[src/rtl/pcr_pkg.sv]
// constants and types for the clock and reset control block
package pcr_pkg;
  // ******************************************************************
  // register map
  // ******************************************************************
  localparam logic [7:0] ADDR_PWR = 8'h00; // power and reset control
  localparam logic [7:0] ADDR_PLL = 8'h01; // pll control
  localparam int PWR_SRST_BIT = 7; // software reset, self clearing
  localparam int PLL_LOCK_BIT = 7; // lock flag, read only
  localparam int PLL_SRC_BIT = 4; // 1 = frame clock reference
  localparam int PLL_EN_BIT = 3; // pll enable
  localparam int MCS_LSB = 0; // ratio field low bit
  localparam int MCS_W = 3; // ratio field width
  localparam logic [7:0] PWR_RESET = 8'h00; // power register at reset
  localparam logic [7:0] PLL_RESET = 8'h00; // pll register at reset
  localparam logic [7:0] PWR_WMASK = 8'h7F; // storable power bits
  localparam logic [7:0] PLL_WMASK = 8'h1F; // storable pll bits
  localparam logic [2:0] MCS_MAX = 3'h4; // highest defined ratio code
  // ******************************************************************
  // ratios and timing
  // ******************************************************************
  localparam logic [9:0] RATIO_0 = 10'h080; // 128 x fs
  localparam logic [9:0] RATIO_1 = 10'h100; // 256 x fs
  localparam logic [9:0] RATIO_2 = 10'h180; // 384 x fs
  localparam logic [9:0] RATIO_3 = 10'h200; // 512 x fs
  localparam logic [9:0] RATIO_4 = 10'h300; // 768 x fs
  localparam int CLK_HZ = 100000000; // system clock rate
  localparam int RATE_MIN_HZ = 32000; // slowest frame clock
  localparam int RATE_MAX_HZ = 192000; // fastest frame clock
  localparam int PER_MAX = CLK_HZ / RATE_MIN_HZ; // longest period
  localparam int PER_MIN = (CLK_HZ + RATE_MAX_HZ - 1) / RATE_MAX_HZ;
  localparam int PER_W = 12; // period counter width
  // ******************************************************************
  // pin indices in the synchroniser vector
  // ******************************************************************
  localparam int PIN_RST_N = 0; // power-down reset, active low
  localparam int PIN_MCLK = 1; // master clock input
  localparam int PIN_FCLK = 2; // frame clock
  localparam int PIN_UPPER = 3; // core supply above upper trip
  localparam int PIN_LOWER = 4; // core supply below lower trip
  localparam int PIN_N = 5; // number of synchronised pins
  // ******************************************************************
  // types
  // ******************************************************************
  typedef struct packed {
    logic wr; // write strobe
    logic rd; // read strobe
    logic [7:0] addr; // register offset
    logic [7:0] wdata; // write data
  } pcr_reg_req_t;
  typedef struct packed {
    logic rvalid; // read data valid pulse
    logic [7:0] rdata; // read data
  } pcr_reg_rsp_t;
  typedef struct packed {
    logic pll_enable; // pll running
    logic pll_ref_frame; // reference is frame clock
    logic serial_slave_req; // serial port must be slave
    logic [9:0] mult_ratio; // master clock multiplication ratio
  } pcr_pll_cfg_t;
  typedef enum logic [1:0] {
    PCR_OFF = 2'b00,
    PCR_CHARGE = 2'b01,
    PCR_RUN = 2'b11
  } pcr_por_t;
endpackage : pcr_pkg

[src/rtl/pcr_clock_reset.sv]
// clock source, ratio, lock and reset sequencing for the converter core
//
// Behaviour
// - source bit picks master or frame clock
// - frame clock reference forces serial slave
// - frame reference locks only at 32-192 kHz
// - ratio code sets 128 to 768 times fs, shifted down by the rate band
// - lock flag readable in pll register
// - software reset bit resets registers, lock and core
// - reset pin low disables core regulator
// - core held reset until upper supply trip
// - core resets again only below lower trip or by software reset
// - reference output off during power-down and supply reset, not software reset
// - reset pin is active low
`timescale 1ns/1ps
`default_nettype none
module pcr_clock_reset #(
  parameter int LOCK_EDGES = 16 // reference edges needed to lock
) (
  // clock and reset
  input wire logic clk,
  input wire logic sys_rst,
  // pins and supply comparators
  input wire logic power_down_reset_n,
  input wire logic master_clock_input,
  input wire logic frame_clock,
  input wire logic core_above_upper,
  input wire logic core_below_lower,
  // sample rate band: 0 base, 1 double, 2 quad
  input wire logic [1:0] fs_band,
  // register port
  input wire pcr_pkg::pcr_reg_req_t reg_req,
  output pcr_pkg::pcr_reg_rsp_t reg_rsp,
  // power and reset controls
  output logic core_supply_output,
  output logic vref_enable,
  output logic core_reset,
  // pll configuration
  output pcr_pkg::pcr_pll_cfg_t pll_cfg,
  output logic pll_locked
);
  // ******************************************************************
  // helpers
  // ******************************************************************
  // base ratio for a ratio code
  function automatic logic [9:0] ratio_of(input logic [2:0] code);
    case (code)
      3'h0: ratio_of = pcr_pkg::RATIO_0;
      3'h1: ratio_of = pcr_pkg::RATIO_1;
      3'h2: ratio_of = pcr_pkg::RATIO_2;
      3'h3: ratio_of = pcr_pkg::RATIO_3;
      3'h4: ratio_of = pcr_pkg::RATIO_4;
      default: ratio_of = 10'h000;
    endcase
  endfunction : ratio_of

  // rising edge of a filtered level
  function automatic logic rise(input logic now, input logic was);
    rise = now & ~was;
  endfunction : rise

  // ******************************************************************
  // pin synchronisers
  // ******************************************************************
  logic [pcr_pkg::PIN_N-1:0] pins; // raw pin vector
  logic [pcr_pkg::PIN_N-1:0] s1_q; // first stage, read by s2 only
  logic [pcr_pkg::PIN_N-1:0] s2_q; // second stage
  logic [pcr_pkg::PIN_N-1:0] s3_q; // third stage
  logic [pcr_pkg::PIN_N-1:0] f_q, f_d; // filtered levels
  assign pins = {core_below_lower, core_above_upper, frame_clock,
                 master_clock_input, power_down_reset_n};

  // a change counts once stages two and three agree
  always_comb
  begin
    for (int i = 0; i < pcr_pkg::PIN_N; i++)
    begin
      f_d[i] = (s2_q[i] == s3_q[i]) ? s2_q[i] : f_q[i];
    end
  end

  // synchroniser and filter registers
  always_ff @(posedge clk or posedge sys_rst)
  begin
    if (sys_rst)
    begin
      s1_q <= '0;
      s2_q <= '0;
      s3_q <= '0;
      f_q <= '0;
    end
    else
    begin
      s1_q <= pins;
      s2_q <= s1_q;
      s3_q <= s2_q;
      f_q <= f_d;
    end
  end

  logic pin_high; // reset pin released
  logic upper_f; // supply above upper trip
  logic lower_f; // supply below lower trip
  assign pin_high = f_q[pcr_pkg::PIN_RST_N];
  assign upper_f = f_q[pcr_pkg::PIN_UPPER];
  assign lower_f = f_q[pcr_pkg::PIN_LOWER];

  // ******************************************************************
  // power-on reset sequencing
  // ******************************************************************
  pcr_pkg::pcr_por_t por_q, por_d; // supply state
  logic srst_q, srst_d; // software reset pulse
  logic run; // core out of reset
  assign run = (por_q == pcr_pkg::PCR_RUN);

  // regulator charge, threshold release and hysteresis
  always_comb
  begin
    por_d = por_q;
    case (por_q)
      pcr_pkg::PCR_OFF:
      begin
        if (pin_high)
          por_d = pcr_pkg::PCR_CHARGE;
      end
      pcr_pkg::PCR_CHARGE:
      begin
        if (!pin_high)
          por_d = pcr_pkg::PCR_OFF;
        else if (upper_f)
          por_d = pcr_pkg::PCR_RUN;
      end
      pcr_pkg::PCR_RUN:
      begin
        // only a fall below the lower trip takes the core out of run
        if (lower_f)
          por_d = pin_high ? pcr_pkg::PCR_CHARGE : pcr_pkg::PCR_OFF;
      end
      default: por_d = pcr_pkg::PCR_OFF;
    endcase
  end

  // ******************************************************************
  // registers and register port
  // ******************************************************************
  logic [7:0] pwr_q, pwr_d; // power and reset control
  logic [7:0] pll_q, pll_d; // pll control, stored bits
  pcr_pkg::pcr_reg_rsp_t rsp_q, rsp_d; // read answer
  logic lock_q, lock_d; // lock flag
  logic wr_pwr, wr_pll, rd_ok; // decoded strobes
  assign wr_pwr = reg_req.wr && run && reg_req.addr == pcr_pkg::ADDR_PWR;
  assign wr_pll = reg_req.wr && run && reg_req.addr == pcr_pkg::ADDR_PLL;
  assign rd_ok = reg_req.rd && run;

  // writes, software reset and reads
  always_comb
  begin
    pwr_d = pwr_q;
    pll_d = pll_q;
    srst_d = 1'b0;
    rsp_d = '0;
    if (!run || srst_q)
    begin
      // core in reset: registers back to defaults
      pwr_d = pcr_pkg::PWR_RESET;
      pll_d = pcr_pkg::PLL_RESET;
    end
    else
    begin
      if (wr_pwr)
      begin
        pwr_d = reg_req.wdata & pcr_pkg::PWR_WMASK;
        srst_d = reg_req.wdata[pcr_pkg::PWR_SRST_BIT];
      end
      if (wr_pll)
        pll_d = reg_req.wdata & pcr_pkg::PLL_WMASK;
      if (rd_ok)
      begin
        rsp_d.rvalid = 1'b1;
        case (reg_req.addr)
          pcr_pkg::ADDR_PWR: rsp_d.rdata = pwr_q;
          pcr_pkg::ADDR_PLL:
          begin
            rsp_d.rdata = pll_q;
            rsp_d.rdata[pcr_pkg::PLL_LOCK_BIT] = lock_q;
          end
          default: rsp_d.rdata = 8'h00;
        endcase
      end
    end
  end

  // ******************************************************************
  // reference selection, rate check and lock detection
  // ******************************************************************
  logic ref_frame; // frame clock selected
  logic pll_en; // pll enabled
  logic [2:0] mclk_ratio_select; // ratio code
  logic ref_lvl, fclk_lvl; // selected and frame levels
  logic ref_was_q, fclk_was_q; // previous levels
  logic [pcr_pkg::PER_W-1:0] per_q, per_d; // frame period counter
  logic rate_ok_q, rate_ok_d; // frame rate within range
  logic [7:0] cnt_q, cnt_d; // reference edges seen
  logic cfg_chg; // pll settings changed by a write
  assign ref_frame = pll_q[pcr_pkg::PLL_SRC_BIT];
  assign pll_en = pll_q[pcr_pkg::PLL_EN_BIT];
  assign mclk_ratio_select = pll_q[pcr_pkg::MCS_LSB +: pcr_pkg::MCS_W];
  assign ref_lvl = ref_frame ? f_q[pcr_pkg::PIN_FCLK]
                             : f_q[pcr_pkg::PIN_MCLK];
  assign fclk_lvl = f_q[pcr_pkg::PIN_FCLK];
  assign cfg_chg = wr_pll &&
                   ((reg_req.wdata & pcr_pkg::PLL_WMASK) != pll_q);

  // frame period measurement and lock counting
  always_comb
  begin
    per_d = per_q;
    rate_ok_d = rate_ok_q;
    cnt_d = cnt_q;
    lock_d = lock_q;
    if (rise(fclk_lvl, fclk_was_q))
    begin
      // judge the finished period, start the next
      rate_ok_d = (per_q >= pcr_pkg::PER_W'(pcr_pkg::PER_MIN)) &&
                  (per_q <= pcr_pkg::PER_W'(pcr_pkg::PER_MAX));
      per_d = '0;
    end
    else if (per_q > pcr_pkg::PER_W'(pcr_pkg::PER_MAX))
      rate_ok_d = 1'b0; // frame clock too slow or stopped
    else
      per_d = per_q + 1'b1;
    if (!run || srst_q || !pll_en || cfg_chg || mclk_ratio_select > pcr_pkg::MCS_MAX ||
        (ref_frame && !(rate_ok_q && rate_ok_d)))
    begin
      // lost or never had lock; a failing rate judgement blocks the set
      cnt_d = '0;
      lock_d = 1'b0;
    end
    else if (rise(ref_lvl, ref_was_q))
    begin
      if (cnt_q >= 8'(LOCK_EDGES - 1))
        lock_d = 1'b1;
      else
        cnt_d = cnt_q + 1'b1;
    end
  end

  // ******************************************************************
  // output values
  // ******************************************************************
  pcr_pkg::pcr_pll_cfg_t cfg_d; // next pll configuration
  always_comb
  begin
    cfg_d.pll_enable = pll_en && run;
    cfg_d.pll_ref_frame = ref_frame;
    cfg_d.serial_slave_req = ref_frame;
    cfg_d.mult_ratio = ratio_of(mclk_ratio_select) >> fs_band;
  end

  // state registers other than the pin synchronisers
  always_ff @(posedge clk or posedge sys_rst)
  begin
    if (sys_rst)
    begin
      por_q <= pcr_pkg::PCR_OFF;
      srst_q <= 1'b0;
      pwr_q <= pcr_pkg::PWR_RESET;
      pll_q <= pcr_pkg::PLL_RESET;
      rsp_q <= '0;
      lock_q <= 1'b0;
      ref_was_q <= 1'b0;
      fclk_was_q <= 1'b0;
      per_q <= '0;
      rate_ok_q <= 1'b0;
      cnt_q <= '0;
      pll_cfg <= '0;
      pll_locked <= 1'b0;
      core_supply_output <= 1'b0;
      vref_enable <= 1'b0;
      core_reset <= 1'b1;
    end
    else
    begin
      por_q <= por_d;
      srst_q <= srst_d;
      pwr_q <= pwr_d;
      pll_q <= pll_d;
      rsp_q <= rsp_d;
      lock_q <= lock_d;
      ref_was_q <= ref_lvl;
      fclk_was_q <= fclk_lvl;
      per_q <= per_d;
      rate_ok_q <= rate_ok_d;
      cnt_q <= cnt_d;
      pll_cfg <= cfg_d;
      pll_locked <= lock_q;
      core_supply_output <= pin_high;
      vref_enable <= pin_high && run;
      core_reset <= !run || srst_q;
    end
  end
  assign reg_rsp = rsp_q;

  // ******************************************************************
  // checks
  // ******************************************************************
  a_source_follows_bit: assert property (@(posedge clk) disable iff (sys_rst)
    $changed(pll_q[pcr_pkg::PLL_SRC_BIT]) |-> ##1
      pll_cfg.pll_ref_frame == $past(pll_q[pcr_pkg::PLL_SRC_BIT]))
    else $error("pll reference does not follow source bit");
  a_frame_needs_slave: assert property (@(posedge clk) disable iff (sys_rst)
    pll_cfg.pll_ref_frame |-> pll_cfg.serial_slave_req)
    else $error("frame reference without slave request");
  a_frame_rate_lock: assert property (@(posedge clk) disable iff (sys_rst)
    lock_q && ref_frame |-> rate_ok_q)
    else $error("locked on out of range frame clock");
  a_ratio_defined: assert property (@(posedge clk) disable iff (sys_rst)
    pll_q[2:0] == 3'h4 && fs_band == 2'h0 |-> ##1
      pll_cfg.mult_ratio == pcr_pkg::RATIO_4)
    else $error("ratio code four not 768");
  a_lock_readback: assert property (@(posedge clk) disable iff (sys_rst)
    rd_ok && reg_req.addr == pcr_pkg::ADDR_PLL && !srst_q |-> ##1
      reg_rsp.rvalid && reg_rsp.rdata[7] == $past(lock_q))
    else $error("lock flag not returned on read");
  a_soft_reset_all: assert property (@(posedge clk) disable iff (sys_rst)
    wr_pwr && !srst_q && reg_req.wdata[pcr_pkg::PWR_SRST_BIT] |-> ##2
      core_reset && pll_q == pcr_pkg::PLL_RESET && !lock_q)
    else $error("software reset did not reset the part");
  a_regulator_off: assert property (@(posedge clk) disable iff (sys_rst)
    !pin_high |-> ##1 !core_supply_output && !vref_enable)
    else $error("supply or reference on while pin low");
  a_por_hysteresis: assert property (@(posedge clk) disable iff (sys_rst)
    run && !lower_f |=> run)
    else $error("core reset without lower trip");
  a_core_held: assert property (@(posedge clk) disable iff (sys_rst)
    !run |-> ##1 core_reset)
    else $error("core released before supply threshold");
  a_lock_disabled: assert property (@(posedge clk) disable iff (sys_rst)
    !pll_en |-> ##1 !lock_q ##1 !pll_locked)
    else $error("lock flag set while pll disabled");
endmodule : pcr_clock_reset
`default_nettype wire

[config.mk]
export PLATFORM = sky130hd
export DESIGN_NAME = pcr_clock_reset
export DESIGN_NICKNAME = d
export VERILOG_FILES = /design/src/rtl/pcr_pkg.sv /design/src/rtl/pcr_clock_reset.sv
export SDC_FILE = /design/constraint.sdc
export NUM_CORES = 1
export LEC_CHECK = 0
export BUFFER_PORTS_ARGS = -buffer_cell sky130_fd_sc_hd__clkbuf_2
export CAP_MARGIN = 20
export CORE_MARGIN = 2
export CORE_UTILIZATION = 60
export CTS_BUF_LIST = sky130_fd_sc_hd__clkbuf_16
export CTS_CLUSTER_SIZE = 25
export DETAILED_ROUTE_END_ITERATION = 6
export PLACE_DENSITY_LB_ADDON = 0.2
export SYNTH_ARGS = -nofsm -noshare
export SYNTH_HDL_FRONTEND = slang
export SYNTH_SLANG_ARGS = --single-unit
[constraint.sdc]
create_clock -name clk -period 3.96 [get_ports clk]
set_input_delay 0 -clock clk [delete_from_list [all_inputs] [get_ports clk]]
set_output_delay 0 -clock clk [all_outputs]
set_load 0.01 [all_outputs]
* Yosys cells after proc, flatten, opt, wreduce, memory -nomap -nowiden *
Cells that the tools add are included.

word-level totals
  bits in registers = 88
  latch bits = 0
  bits in writable memories = 0
  memory bits (read-only) = 0
  input bits = 27
  output and inout port bits = 26
  logic and storage cells = 112
  memories = 0

operators by class
  $add $sub $neg = 2
  multipliers = 0
  div/mod/pow operators = 0
  magnitude comparators = 5
  eq/ne operators = 18
  shift operators = 1
  muxes and demuxes = 27
  bitwise gates (word level) = 4
  reductions and logical operators = 28

operators by type and width
  kind                                                                                    count
  8-bit two-way mux                                                                       7
  10-bit case mux with 5 select lines                                                     1
  12-bit two-way mux                                                                      2
  9-bit two-way mux                                                                       2
  8-bit case mux with 2 select lines                                                      1
  12-bit by 1-bit adder with 12-bit output (second input constant)                        1
  12-bit by 10-bit greater-or-equal comparator with 1-bit output (second input constant)  1
  12-bit > comparator (second input constant)                                             1
  12-bit less-or-equal comparator (second input constant)                                 1
  1-bit logical AND                                                                       10
  10-bit by 2-bit right shift with 10-bit output                                          1
  1-bit two-way mux                                                                       9
  8-bit by 1-bit adder with 8-bit output (second input constant)                          1
  8-bit by 1-bit equality test with 1-bit output (second input constant)                  1
  8-bit by 4-bit greater-or-equal comparator with 1-bit output (second input constant)    1
  8-bit logical NOT                                                                       1
  2-bit two-way mux                                                                       4
  2-bit inequality test (second input constant)                                           4
  5-bit by 8-bit inequality test with 1-bit output                                        1
  2-bit nonzero test                                                                      4
  3-bit by 2-bit equality test with 1-bit output (second input constant)                  2
  2-bit case mux with 3 select lines                                                      1
  1-bit equality test                                                                     5
  1-bit logical OR                                                                        5
  other kinds (13)                                                                        18

* Longest topological paths before layout *
  word-level depth = 9
  mapped depth = 8
  gate-level depth less buffers = 7

* Worst setup path before layout *
Ideal clock, no wire load.

  path kind = register to register
  start point = reg per_q[0] (netlist name)
  end point = reg per_q[7] (netlist name)
  library setup time = 132 ps
  data arrival time = 1,693 ps
  data required time = 3,828 ps
  slack = 2,135 ps
  cell stages (with the launch flop) = 9
  path buffers = 1
  clock period less this slack = 1,825 ps
  cells stage by stage = dfrtp_1 > inv_1 > ha_1 > or3b_1 > a21oi_2 > buf_2 > nor3_1 > xnor2_1 > nor2_1

on the way
  word-level cells in the longest chain between the ends = 3
  elaborated cells between the ends (all ways) = 5
  classes of those cells = add/sub: 1; order compare: 1; eq/ne: 1; mux: 2

ends and longest elaborated chain
  element                                   RTL line                text
  start: declaration                        pcr_clock_reset.sv:201  logic [pcr_pkg::PER_W-1:0] per_q, per_d;
  start signal: assignment                  pcr_clock_reset.sv:292  per_q <= per_d;
  12-bit by 1-bit adder with 12-bit output  pcr_clock_reset.sv:231  per_d = per_q + 1'b1;
  12-bit two-way mux                        pcr_clock_reset.sv:228  else if (per_q > pcr_pkg::PER_W'(pcr_pkg::PER_MAX))
  12-bit two-way mux                        pcr_clock_reset.sv:221  if (rise(fclk_lvl, fclk_was_q))

Parallel ways exist; a longest one is shown, timed or not. The select of a mux whose other input is x is not followed.
A chain may end at the register's enable or synchronous reset.

* Worst setup path after layout *
  start point = reg per_q[0] (netlist name)
  end point = reg cnt_q[2]

on the way
  word-level cells in the longest chain between the ends = 9
  elaborated cells between the ends (all ways) = 14
  classes of those cells = order compare: 3; eq/ne: 1; mux: 3; reduce/logical: 7

ends and longest elaborated chain
  element                                                                RTL line                                        text
  12-bit > comparator (tied with other cells)                            pcr_clock_reset.sv:228
  1-bit two-way mux or 1-bit logical AND (tied branches)                 pcr_clock_reset.sv:228, pcr_clock_reset.sv:224
  1-bit two-way mux (*)                                                  pcr_clock_reset.sv:221
  1-bit logical AND (*)                                                  pcr_clock_reset.sv:233                          (ref_frame && !(rate_ok_q && rate_ok_d)))
  1-bit logical NOT (*)                                                  pcr_clock_reset.sv:233
  1-bit logical AND (*)                                                  pcr_clock_reset.sv:233
  1-bit logical OR (*)                                                   pcr_clock_reset.sv:232                          if (!run || srst_q || !pll_en || cfg_chg || mclk_ratio_select > pcr_pkg::MCS_MAX ||
  2-bit inequality test (no line) or 2-bit nonzero test (tied branches)  n/a
  2-bit AND reduction (no line)                                          n/a
  end signal: assignment                                                 pcr_clock_reset.sv:294                          cnt_q <= cnt_d;
  end: declaration                                                       pcr_clock_reset.sv:203                          logic [7:0] cnt_q, cnt_d;

Mark *: on every way between the ends. The rest lies on a longest branch, timed or not.

==> flow_metrics.tcl <==
set metrics [dict create \
    status "completed" \
    synthArstFlopShare_pct 100 \
    synth_commonest_cells "dfrtp_1, nor2_1, nand2_1, a21oi_1, inv_1" \
    leakagePower_nw 1.89 \
    synth_top_cell_area_share_pct 58.9 \
    viasPerCell 5.61 \
    first_pass_iters 5 \
    clk_latency_ns 0.33 \
    synth_top_family_by_area "simple AND/OR/NAND/NOR gates" \
    gp_congestion 0.860 \
    synth_cell_types 53 \
    dp_cells 406 \
    drtAntennaViolNets 0 \
    relSlewSlack_pct 34.3 \
    vias 2475 \
    fin_setup_tns_ns 0 \
    cp-endpoint "cnt_q[2]" \
    multi_input_area_mm2 0.00124 \
    die_h_um 78.8 \
    drc_errors 0 \
    synthAdderAreaFrac_pct 2.98 \
    drt_iter0_drc 219 \
    diodes 0 \
    startpoint "per_q[0]" \
    arrival_ns 2.55 \
    r2r_slack_ns 1.61 \
    maxCapViolations 0 \
    cp-end-kind "flop" \
    synth-warning-count 0 \
    finalHoldViolCount 0 \
    dpl.hpwl_mm 4.24 \
    fin_total_pwr_w 0.00192 \
    fin_skew_ns 0.00570 \
    finalSetupViolCount 0 \
    synthXorXnorAreaFrac_pct 3.39 \
    synth_top_area_cell "dfrtp_1" \
    wirelength_mm 6.71 \
    layout.area.seq_mm2 0.00200 \
    wire_per_inst_um 15.2 \
    rr_startpoint "per_q[0]" \
    die_w_um 78.8 \
    grt_first_pass_wirelength_mm 11.4 \
    first_global_vias 2440 \
    antenna_found_initial 0 \
    synth_compound_area_share_pct 8.24 \
    synth-simple-area-share_pct 19.5 \
    grt_start_max_net_pins 56 \
    stdcell_count 441 \
    numPortBuffers 48 \
    syn_to_final_growth_pct 23.2 \
    worstPathCellList "inv_1 > ha_1 > or3b_1 > a21oi_2 > nor2_2 > a31oi_4 > nor4_1" \
    cts_buffers 9 \
    grt_usage_pct 24.1 \
    slowest_stage "a21oi_2" \
    cts_buffer_depth 2 \
    htree_levels 3 \
    synthFlopType "dfrtp_1" \
    cts_resized 0 \
    dieArea_mm2 0.00621 \
    drive_gt1_share_pct 20.6 \
    syn_area_per_cell_um2 11.3 \
    drv_slew 0 \
    syn-cell-area_mm2 0.00336 \
    clock_sink_count 80 \
    synthMuxAreaShare_pct 2.39 \
    synthTopCellsByArea "dfrtp_1, nor2_1, xnor2_1" \
    r2r-end "cnt_q[2]" \
    p_per_area_mw_per_mm2 463 \
    cts_tree "yes" \
    worst_pin_slew_ns 0.984 \
    yosysSeqAreaShare_pct 59.7 \
    period_needed_ns 2.35 \
    start_util_pct 61.7 \
    reg2reg_depth 7 \
    coreArea_mm2 0.00544 \
    path_clk_slew_ns 0.06 \
    cp_data_required_time_ns 4.16 \
    cts_root_buf "clkbuf_16" \
    nets 395 \
    synthCells 297 \
    synth_seq_cells 80 \
    rows 27 \
    rsz0062_at_grt "false" \
    synth_edf_count 0 \
    crit_type "flop to flop" \
    start_kind "flop" \
    vdd_drop_max_uv 305 \
    hp-class "primary input to flop" \
    fmax_mhz 426 \
    crit_fanout 13 \
    nFillCells 348 \
    ios 53 \
    finalCritPeriodShare_pct 59.3 \
    grt_overflow 0 \
    post-synth-top-count-cell "dfrtp_1" \
    slowest_delay_ns 0.48 \
]
## worst max-delay path, delay by kind of cell (launching register included)
kind                       cells  cell delay [ns]
DFF                            1             0.44
and+or+nand+nor                3             0.67
buffers and inverters          1             0.07
adders and majority gates      1             0.21
AOI/OAI and AO/OA              2             0.83
## layer usage
| metal | share of wire (%) | wire [um] | vias to the layer above | global-route usage (%) |
|---|---|---|---|---|
| met4 | 2.5 | 165 | 0 | 12.5 |
| li1 | - | - | 1171 | - |
| met5 | 0 | 0 | - | 0 |
| met2 | 49 | 3320 | 89 | 39.8 |
| met3 | 4.6 | 306 | 18 | 3.98 |
| met1 | 44 | 2920 | 1197 | 30.7 |
## placed cells by master (no fill, tap or decap), types with 2 or more instances in the layout
cell            n
conb_1          4
o22ai_1         2
inv_1          11
nor4_1          3
dlygate4sd3_1  19
nand2_1        20
xnor2_1        11
nor2_1         30
a21oi_1        15
clkbuf_16       9
or4_1           2
dfrtp_1        79
nand4_1         4
maj3_1          5
and3_1          5
clkbuf_2       48
nor3b_1        11
nor4_2          2
ha_1            4
o21ai_1         2
nand3_1        10
clkinv_4        2
a22o_1          6
nand2b_1        3
nor2b_1         2
nor4b_1         3
xor2_1          2
o21ai_0         6
mux2i_1         8
nor3_1         10
and2_1          3
## cell families (layout without fill, tap and decap cells)
kind of cell,Yosys count,count (layout)
flip-flops,80,80
adder cells (fa/ha/maj),9,9
AND/OR/NAND/NOR,118,118
buffers and inverters,27,96
AO/OA/AOI/OAI,41,41
XOR/XNOR,13,13
multiplexers,8,8
other,1,4
## what timing repair did
item | CTS | global route
setup buffers | 0 | 0
endpoints found under the setup margin | 0 | 0
hold buffers | 19 | 0
endpoints found under the hold margin | 75 | 0
## area by class of cell
class                   instances  share of cell area (%)
flip-flops and latches         80                    48.4
repair buffers                 68                    10.6
well taps                      72                    2.18
inverters                      12                    1.12
multi-input cells             193                    30.0
clock inverters                 7                    2.21
clock buffers                   9                    5.45
## state kept, by name (all words and copies together), names as in the netlist
register,flops
s1_q,5
f_q,5
fclk_was_q,1
lock_q,1
rate_ok_q,1
s2_q,5
cnt_q,8
por_q,2
pll_cfg,8
core_reset,1
reg_rsp,9
core_supply_output,1
pll_q,5
ref_was_q,1
vref_enable,1
srst_q,1
s3_q,5
pwr_q,7
pll_locked,1
per_q,12
## per-stage QoR
stage,hold slack (ns),setup WS (ns),cell area (um2),utilization (%)
final,0.111,1.61,4140,76.0
after global routing,0.132,1.42,4140,76.0
after CTS,0.102,1.63,4140,76.0
after detailed placement,0.110,1.62,3630,66.7
after global placement,0.109,1.73,3630,66.7
after floorplan,0.0314,1.91,3370,-
## how the worst min path moves through the flow
stage	start	endpoint	cells after the start
2_1_floorplan	power_down_reset_n	s1_q[0]	0
3_3_place_gp	core_below_lower	s1_q[4]	1
3_5_place_dp	core_below_lower	s1_q[4]	1
4_1_cts	reg_req[8]	reg_rsp[6]	2
5_1_grt	reg_req[8]	reg_rsp[6]	2
6_report	reg_req[8]	reg_rsp[6]	2
## power by group
part	switching, W	internal, W
clock	0.000348	0.000502
sequential	0.0000378	0.000860
combinational	0.0000955	0.0000720
total	0.000482	0.00143
Note: power is estimated with default switching activity, not from simulation.
